===== src/hw/lpmc_pkg.sv =====
// lpmc_pkg: constants, fields and state types of the low-power mode control
// assumes: registers reached over a byte-wide supervisor register port
package lpmc_pkg;

    // =========================================================
    // register offsets
    localparam logic [23:0] LPMC_WAKE_CTRL_OFS = 24'h000012; // wakeup control
    localparam logic [23:0] LPMC_MODE_CFG_OFS  = 24'h110007; // mode config

    // =========================================================
    // field positions
    localparam int LPMC_STOP_EN_BIT   = 7;  // stop_entry_enable
    localparam int LPMC_THR_MSB       = 6;  // wake_level_threshold msb
    localparam int LPMC_THR_LSB       = 4;  // wake_level_threshold lsb
    localparam int LPMC_MODE_MSB      = 7;  // sleep_mode_select msb
    localparam int LPMC_MODE_LSB      = 6;  // sleep_mode_select lsb
    localparam int LPMC_CLKGATE_BIT   = 3;  // clock_output_stop_gate

    // =========================================================
    // reset values
    localparam logic [7:0] LPMC_WAKE_CTRL_RST = 8'h00;
    localparam logic [7:0] LPMC_MODE_CFG_RST  = 8'h00;

    // writable bit masks; all other bits read zero
    localparam logic [7:0] LPMC_WAKE_CTRL_MASK = 8'hf0;
    localparam logic [7:0] LPMC_MODE_CFG_MASK  = 8'hc8;

    // =========================================================
    // mode select codes
    typedef enum logic [1:0] {
        LPMC_SEL_RUN  = 2'b00,
        LPMC_SEL_DOZE = 2'b01,
        LPMC_SEL_WAIT = 2'b10,
        LPMC_SEL_STOP = 2'b11
    } lpmc_sel_type;

    // processor status codes shown while running and while halted
    localparam logic [3:0] LPMC_PSTATE_RUN  = 4'h0;
    localparam logic [3:0] LPMC_PSTATE_HALT = 4'he;

    // controller states
    typedef enum logic [2:0] {
        LPMC_ST_RUN  = 3'b000,
        LPMC_ST_HALT = 3'b001,
        LPMC_ST_DOZE = 3'b010,
        LPMC_ST_WAIT = 3'b011,
        LPMC_ST_STOP = 3'b100
    } lpmc_state_type;

endpackage : lpmc_pkg


===== src/hw/lpmc_wake_cmp.sv =====
// lpmc_wake_cmp: registered wake qualifier from request level and threshold
// assumes: request level comes from logic on clk_sys, 0 means no request
`timescale 1ns/1ns
module lpmc_wake_cmp
    import lpmc_pkg::*;
(
    input  wire logic       clk_sys,   // system clock
    input  wire logic       sys_rst,   // synchronous reset
    input  wire logic [2:0] irq_level, // highest unmasked request level
    input  wire logic [2:0] threshold, // wake_level_threshold field
    input  wire logic       stop_mode, // stop: only fixed sources count
    input  wire logic       irq_fixed, // request comes from a fixed source
    output logic            wake_ff    // registered exit request
);

    // =========================================================
    // level test: request level must exceed the threshold
    // 11x collapses to level 7 only since 6 < level means 7
    function automatic logic lvl_ok(input logic [2:0] lvl,
                                    input logic [2:0] thr);
        logic [2:0] eff;
        eff = (thr[2:1] == 2'b11) ? 3'h6 : thr; // 11x needs level 7
        lvl_ok = (lvl != 3'h0) && (lvl > eff);  // RQ7
    endfunction : lvl_ok

    logic nxt_wake; // combinational qualifier

    // combinational evaluation of unmasked requests
    always_comb begin
        nxt_wake = lvl_ok(irq_level, threshold); // RQ8
        if (stop_mode && !irq_fixed) begin
            nxt_wake = 1'b0; // RQ12
        end
    end

    // exit request register
    always_ff @(posedge clk_sys) begin
        if (sys_rst) begin
            wake_ff <= 1'b0;
        end else begin
            wake_ff <= nxt_wake; // RQ9
        end
    end

endmodule : lpmc_wake_cmp


===== src/hw/lpmc_top.sv =====
// lpmc_top: low-power mode control with its two supervisor byte registers
// assumes: cpu pulses stop_exec when it issues STOP, register access is a
// one-cycle strobe with offset, supervisor flag and byte data on clk_sys
// outputs are registered from the next state, so clock enables, status
// and lp_state_ff all change on the edge that moves the state
//
// Notes on behaviour
// [RQ1] mode field 11 stop 10 wait 01 doze
// [RQ2] mode 00: halt core, keep clocks running
// [RQ3] mode sampled at STOP; later writes ignored
// [RQ4] mode field always readable and writable
// [RQ5] stop needs stop select and stop enable
// [RQ6] stop enable gates processor clock removal
// [RQ7] threshold: 000 any, else above code
// [RQ8] evaluate requests combinationally against threshold
// [RQ9] qualifying level raises exit request
// [RQ10] exit request re-enables gated clocks
// [RQ11] entry disables clocks of that mode
// [RQ12] stop woken only by fixed sources
// [RQ13] halted core shows dedicated status code
// [RQ14] software programs wakeup control before STOP
// [RQ15] unused bits zero, registers reset zero
// [RQ16] user access errors, leaves registers unchanged
// [RQ17] gate bit stops clock output in stop
// [RQ18] any reset returns to run
// [RQ19] stop without enable only halts core
`timescale 1ns/1ns
module lpmc_top
    import lpmc_pkg::*;
(
    input  wire logic        clk_sys,       // 50 MHz system clock
    input  wire logic        sys_rst,       // synchronous reset, high
    input  wire logic        stop_exec,     // pulse: cpu issued STOP
    input  wire logic [2:0]  irq_level,     // pending unmasked level
    input  wire logic        irq_fixed,     // pending source is fixed
    input  wire logic        reg_sel,       // pulse: register access
    input  wire logic        reg_wr,        // 1 write, 0 read
    input  wire logic        reg_super,     // supervisor mode access
    input  wire logic [23:0] reg_addr,      // offset from base
    input  wire logic [7:0]  reg_wdata,     // write byte
    output logic [7:0]       reg_rdata_ff,  // read byte
    output logic             reg_ack_ff,    // pulse: access done
    output logic             reg_err_ff,    // pulse: transfer error
    output logic             core_halt_ff,  // core held halted
    output logic             core_clk_en_ff,// processor clock enable
    output logic             per_clk_en_ff, // peripheral clock enable
    output logic             clk_out_en_ff, // external_clock_output enable
    output logic             wake_req_ff,   // exit request seen
    output logic [3:0]       processor_state_code_ff, // status code
    output logic [2:0]       lp_state_ff    // current state
);

    // =========================================================
    // registers
    logic [7:0]     low_power_wakeup_control_ff; // wakeup control
    logic [7:0]     low_power_mode_config_ff;    // mode config
    lpmc_state_type state_ff;                    // controller state
    lpmc_state_type nxt_state;                   // next state
    logic           exit_req;                    // from comparator
    logic           hit_wake;                    // wakeup ctrl decode
    logic           hit_mode;                    // mode cfg decode
    logic           in_stop;                     // stop state to comparator

    // field views
    wire logic       stop_entry_enable =
        low_power_wakeup_control_ff[LPMC_STOP_EN_BIT];
    wire logic [2:0] wake_level_threshold =
        low_power_wakeup_control_ff[LPMC_THR_MSB:LPMC_THR_LSB];
    wire logic [1:0] sleep_mode_select =
        low_power_mode_config_ff[LPMC_MODE_MSB:LPMC_MODE_LSB];
    wire logic       clock_output_stop_gate =
        low_power_mode_config_ff[LPMC_CLKGATE_BIT];

    assign hit_wake = (reg_addr == LPMC_WAKE_CTRL_OFS);
    assign hit_mode = (reg_addr == LPMC_MODE_CFG_OFS);

    // =========================================================
    // state decodes shared by several consumers
    // any state other than run holds the core halted
    function automatic logic st_halted(input lpmc_state_type st);
        st_halted = (st != LPMC_ST_RUN);
    endfunction : st_halted

    // core clocks survive only in run and in plain halt
    function automatic logic st_core_clk(input lpmc_state_type st);
        st_core_clk = (st == LPMC_ST_RUN) || (st == LPMC_ST_HALT);
    endfunction : st_core_clk

    // true stop is the only state that removes the peripheral clock
    function automatic logic st_stopped(input lpmc_state_type st);
        st_stopped = (st == LPMC_ST_STOP);
    endfunction : st_stopped

    // comparator must only honour fixed sources while in stop
    assign in_stop = st_stopped(state_ff);

    // =========================================================
    // wake comparator
    lpmc_wake_cmp u_wake (
        .clk_sys   (clk_sys),
        .sys_rst   (sys_rst),
        .irq_level (irq_level),
        .threshold (wake_level_threshold),
        .stop_mode (in_stop),
        .irq_fixed (irq_fixed),
        .wake_ff   (exit_req)
    );

    // =========================================================
    // register writes: supervisor only, unused bits kept zero
    always_ff @(posedge clk_sys) begin
        if (sys_rst) begin
            low_power_wakeup_control_ff <= LPMC_WAKE_CTRL_RST; // RQ15
            low_power_mode_config_ff    <= LPMC_MODE_CFG_RST;  // RQ15
        end else if (reg_sel && reg_wr && reg_super) begin // RQ16
            if (hit_wake) begin
                // stop enable and wake threshold, low nibble zero
                low_power_wakeup_control_ff <=
                    reg_wdata & LPMC_WAKE_CTRL_MASK; // RQ15
            end
            if (hit_mode) begin
                // writable in every state, never locked
                low_power_mode_config_ff <=
                    reg_wdata & LPMC_MODE_CFG_MASK; // RQ4
            end
        end
    end

    // register answers: ack, read data, error on user access
    always_ff @(posedge clk_sys) begin
        if (sys_rst) begin
            reg_ack_ff   <= 1'b0;
            reg_err_ff   <= 1'b0;
            reg_rdata_ff <= 8'h00;
        end else begin
            // one-cycle answer to every strobe
            reg_ack_ff   <= reg_sel && reg_super;
            reg_err_ff   <= reg_sel && !reg_super; // RQ16
            // data bus idles at zero between reads
            reg_rdata_ff <= 8'h00;
            if (reg_sel && !reg_wr && reg_super) begin
                // supervisor read: mapped offsets only
                if (hit_wake) begin
                    reg_rdata_ff <= low_power_wakeup_control_ff;
                end else if (hit_mode) begin
                    reg_rdata_ff <= low_power_mode_config_ff; // RQ4
                end
            end
        end
    end

    // =========================================================
    // next state: mode sampled only on the STOP pulse
    always_comb begin
        nxt_state = state_ff;
        unique case (state_ff)
            LPMC_ST_RUN: begin
                // only run accepts a STOP
                if (stop_exec) begin // RQ3
                    unique case (lpmc_sel_type'(sleep_mode_select)) // RQ1
                        LPMC_SEL_RUN:  nxt_state = LPMC_ST_HALT; // RQ2
                        LPMC_SEL_DOZE: nxt_state = LPMC_ST_DOZE;
                        LPMC_SEL_WAIT: nxt_state = LPMC_ST_WAIT;
                        LPMC_SEL_STOP: begin
                            // stop only with enable set, else plain halt
                            nxt_state = stop_entry_enable ?
                                LPMC_ST_STOP : LPMC_ST_HALT; // RQ5 RQ19
                        end
                    endcase
                end
            end
            LPMC_ST_HALT, LPMC_ST_DOZE, LPMC_ST_WAIT, LPMC_ST_STOP: begin
                // any sleep state leaves on the exit request
                if (exit_req) begin
                    nxt_state = LPMC_ST_RUN; // RQ10
                end
            end
            default: nxt_state = LPMC_ST_RUN; // illegal codes recover
        endcase
    end

    // state register; any reset returns to run
    always_ff @(posedge clk_sys) begin
        if (sys_rst) begin
            state_ff <= LPMC_ST_RUN; // RQ18
        end else begin
            // advance to the decoded next state
            state_ff <= nxt_state;
        end
    end

    // =========================================================
    // clock enables and status, decoded from next state
    always_ff @(posedge clk_sys) begin
        if (sys_rst) begin
            // reset returns every clock and status to run
            core_halt_ff            <= 1'b0;
            core_clk_en_ff          <= 1'b1;
            per_clk_en_ff           <= 1'b1;
            clk_out_en_ff           <= 1'b1;
            wake_req_ff             <= 1'b0;
            processor_state_code_ff <= LPMC_PSTATE_RUN;
            lp_state_ff             <= LPMC_ST_RUN;
        end else begin
            // follow the next state so outputs move with it
            core_halt_ff <= st_halted(nxt_state);
            // core clocks off in doze, wait, stop; kept in halt
            core_clk_en_ff <= st_core_clk(nxt_state); // RQ11 RQ2
            // core and peripheral clocks off in stop, only with enable set
            per_clk_en_ff <= !st_stopped(nxt_state); // RQ6 RQ11
            // clock output follows the gate bit only while stopped
            clk_out_en_ff <= !(st_stopped(nxt_state) &&
                               clock_output_stop_gate); // RQ17
            // exit request shown one cycle after the comparator
            wake_req_ff <= exit_req; // RQ9
            // halted status code for every non-run state
            processor_state_code_ff <= st_halted(nxt_state) ?
                LPMC_PSTATE_HALT : LPMC_PSTATE_RUN; // RQ13
            // state copy for software and checkers
            lp_state_ff <= nxt_state;
        end
    end

endmodule : lpmc_top


===== config.mk =====
export PLATFORM = sky130hd
export DESIGN_NAME = lpmc_top
export DESIGN_NICKNAME = d
export VERILOG_FILES = /design/src/hw/lpmc_pkg.sv /design/src/hw/lpmc_wake_cmp.sv /design/src/hw/lpmc_top.sv
export SDC_FILE = /design/constraint.sdc
export NUM_CORES = 1
export LEC_CHECK = 0
export ABC_AREA = 1
export BUFFER_PORTS_ARGS = -buffer_cell sky130_fd_sc_hd__buf_4
export CORE_ASPECT_RATIO = 1.75
export CORE_MARGIN = 2
export CORE_UTILIZATION = 29
export DETAILED_ROUTE_END_ITERATION = 16
export SYNTH_ARGS = -nofsm -noshare
export SYNTH_HDL_FRONTEND = slang
export SYNTH_HIERARCHICAL = 1
export SYNTH_SLANG_ARGS = --single-unit

===== constraint.sdc =====
create_clock -name clk_sys -period 1.6 [get_ports clk_sys]
set_input_delay 0.08 -clock clk_sys [delete_from_list [all_inputs] [get_ports clk_sys]]
set_output_delay 0.08 -clock clk_sys [all_outputs]
set_load 0.02 [all_outputs]

==> metrics.txt <==
clk_skew between 7 and 8 ps; reg2reg start low_power_mode_config_ff[6]; wire length per cell 9.24 um; ANT cells 0; # fillers 432; largest net degree at the start of global routing 14; root buf cell clkbuf_8; clk sinks 23; total global-route track usage 12.5%; Post-CTS Setup Inserts 0; initial antenna violation count 0; Bufs on Longest Clock Path 2; Setup WS pre-CTS between 150 and 200 ps; highest clock rate about 700 MHz; final worst setup slack 170 ps; DRC 0; share of the yosys chip area belonging to registers 36.8%; clock buffer count from CTS 3; # port buffers 56; Tot Pwr roughly 1.1 mW; CP max FO 4; hold path depth 3; hold_sp reg_wdata[4]; final setup fails 0; library cells used by synthesis 23; Area Overhead vs Synth 39.7%; worst setup path start low_power_mode_config_ff[6]; Starting Density between 30% and 40%; Routed Antenna Nets 0; Core ar. approximately 4200 um2; CP Data Required Time 1760 ps; R2R Setup Slk 170 ps; vias in the first global route about 1200; clk_lat worst skew ~270 ps; Fin. Hold Viols 0; Critical R2R Capture processor_state_code_ff[2]; max cap viols 0; Die Height roughly 90 um; CP startpoint kind flop; Layout Nets 290; Die Area ~5000 um2; maximum vdd drop 0.000386 V; TritonCTS clock tree built; standard-cell rows 31; most area-consuming cells after synthesis dfxtp_1 (37%), nand2_1 (13%), nor2_1 (12%), inv_1 (9.9%), ha_1 (5.0%); I/O Pins 64; clock slew at reported path FFs ~80 ps; mean post-synth cell area between 6 and 7 um2; layout cell share with drive strength beyond 1 between 30% and 40%; run status finished clean; gpl congestion about 0.76; drt initial violations 13; top cell type's share of synthesized area between 30% and 40%; register bit total from synthesis 23; Detail Placement HPWL about 2300 um; H-tree depth 1; setup tns final 0 ps; Syn Std Cell Area between 1000 and 1500 um2; first-pass GRT wire length between 4000 and 5000 um; FF+latch area between 400 and 500 um2; total grt overflow 0; Post-Layout Inst Area between 1500 and 2000 um2; worst hold endpoint low_power_wakeup_control_ff[4]; Synth area leader dfxtp_1; Die Span X roughly 54 um; unrepaired setup endpoints after global routing false; Syn Inst Count between 150 and 200; worst min path class input pin to flop; synth warn 6; Post-Route WL 2690 um; Initial DRT Pass Iterations 4; max-slew violation count 0; minimum clock period approximately 1400 ps; area of the multi-input gates 613 um2; cell area after placement about 1700 um2; Vias between 1000 and 1500; post-CTS resize count 0; via/cell ratio 4.18; path type of the worst setup path flop to flop; leak pwr 0.909 nW; CP endpoint kind flop; Critical Path AT ~1600 ps; PwrDens approximately 660 nW/um2; Final period util approximately nine tenths; Worst R2R Path Depth 10
==> power breakdown <==
group          switching [mW]  total [mW]  internal [mW]
Sequential            0.00586       0.588          0.582
Clock                   0.188       0.362          0.174
Combinational          0.0944       0.195          0.100
==> sequential cells by signal, summed over array words and instances, names as in the netlist <==
register	flops
u_wake/wake_ff	1
reg_rdata_ff	5
processor_state_code_ff	1
core_clk_en_ff	1
lp_state_ff	3
reg_err_ff	1
reg_ack_ff	1
wake_req_ff	1
low_power_wakeup_control_ff	4
per_clk_en_ff	1
low_power_mode_config_ff	3
clk_out_en_ff	1
==> routing by layer <==
| layer | vias up | track usage (%) | wire length [um] |
|---|---|---|---|
| li1 | 655 | - | - |
| met1 | 521 | 10.7 | 917 |
| met2 | 35 | 24.0 | 1560 |
| met3 | 6 | 1.66 | 119 |
| met4 | 0 | 8.76 | 95 |
| met5 | - | 0 | 0 |
==> how the worst max path moves through the flow <==
stage / end / slack [ps]
finish: processor_state_code_ff[2] / 170
global route: processor_state_code_ff[2] / 10
CTS: processor_state_code_ff[2] / 170
detailed placement: processor_state_code_ff[2] / 190
global placement: processor_state_code_ff[2] / 230
floorplan: processor_state_code_ff[2] / 310
==> cells in the final DEF (no fill, tap or decap), drive strengths merged <==
cell,Yosys,layout
a21boi,1,1
a21oi,2,2
buf,7,56
clkbuf,0,3
clkinv,0,1
conb,1,4
dfxtp,23,23
dlygate4sd3,0,1
ha,5,5
inv,36,36
nand2,42,42
nand3,12,12
nand4,2,2
nor2,46,46
nor3,4,4
nor3b,1,1
o21ai,1,1
o31ai,2,2
==> through the flow <==
step	instances	util (%)	hold WS, ps
after CTS	291	42.1	24.3
after floorplan	188	-	152
after detailed placement	286	40.7	268
after global routing	291	42.1	34.6
final	291	42.1	28.7
after global placement	286	40.7	266
==> cells by family after synthesis <==
family | after synthesis | share of synthesized area (%)
AO/OA/AOI/OAI | 6 | 3.30
AND/OR/NAND/NOR | 107 | 39.5
buffers and inverters | 43 | 15.0
flip-flops | 23 | 36.8
adder cells (fa/ha/maj) | 5 | 5.01
other | 1 | 0.300
==> repair_timing <==
action	in CTS	in global routing
hold buffers	1	0
setup endpoints to repair	0	0
hold endpoints to repair	1	0
==> final cells by class <==
class	instances	share of cell area [%]
multi-input cells	122	35.1
flip-flops and latches	23	26.4
repair buffers	57	24.6
inverters	36	7.74
well taps	49	3.51
clock buffers	3	2.36
clock inverters	1	0.287
==> synth_stat cells <==
| library cell | instances |
|---|---|
| nor2_2 | 2 |
| a21oi_2 | 1 |
| dfxtp_1 | 23 |
| inv_1 | 33 |
| nor3b_1 | 1 |
| conb_1 | 1 |
| a21oi_1 | 1 |
| o21ai_0 | 1 |
| nand4_1 | 1 |
| nor3_1 | 2 |
| nor2_4 | 3 |
| ha_1 | 5 |
| nand4_4 | 1 |
| nand2_1 | 42 |
| a21boi_0 | 1 |
| nor2_1 | 41 |
| nor3_4 | 1 |
| inv_2 | 3 |
| nand3_2 | 1 |
| o31ai_1 | 2 |
| buf_4 | 7 |
| nor3_2 | 1 |
| nand3_1 | 11 |
==> worst max-delay path, stage by stage, from the launching register on <==
cell	delay [ps]
dfxtp_1	380
inv_1	90
ha_1	300
nand2_1	60
o21ai_0	70
nand2_1	60
o31ai_1	80
nand2_1	70
inv_1	40
nor2_1	110
nand2_1	80
Note: power is estimated with default switching activity, not from simulation.
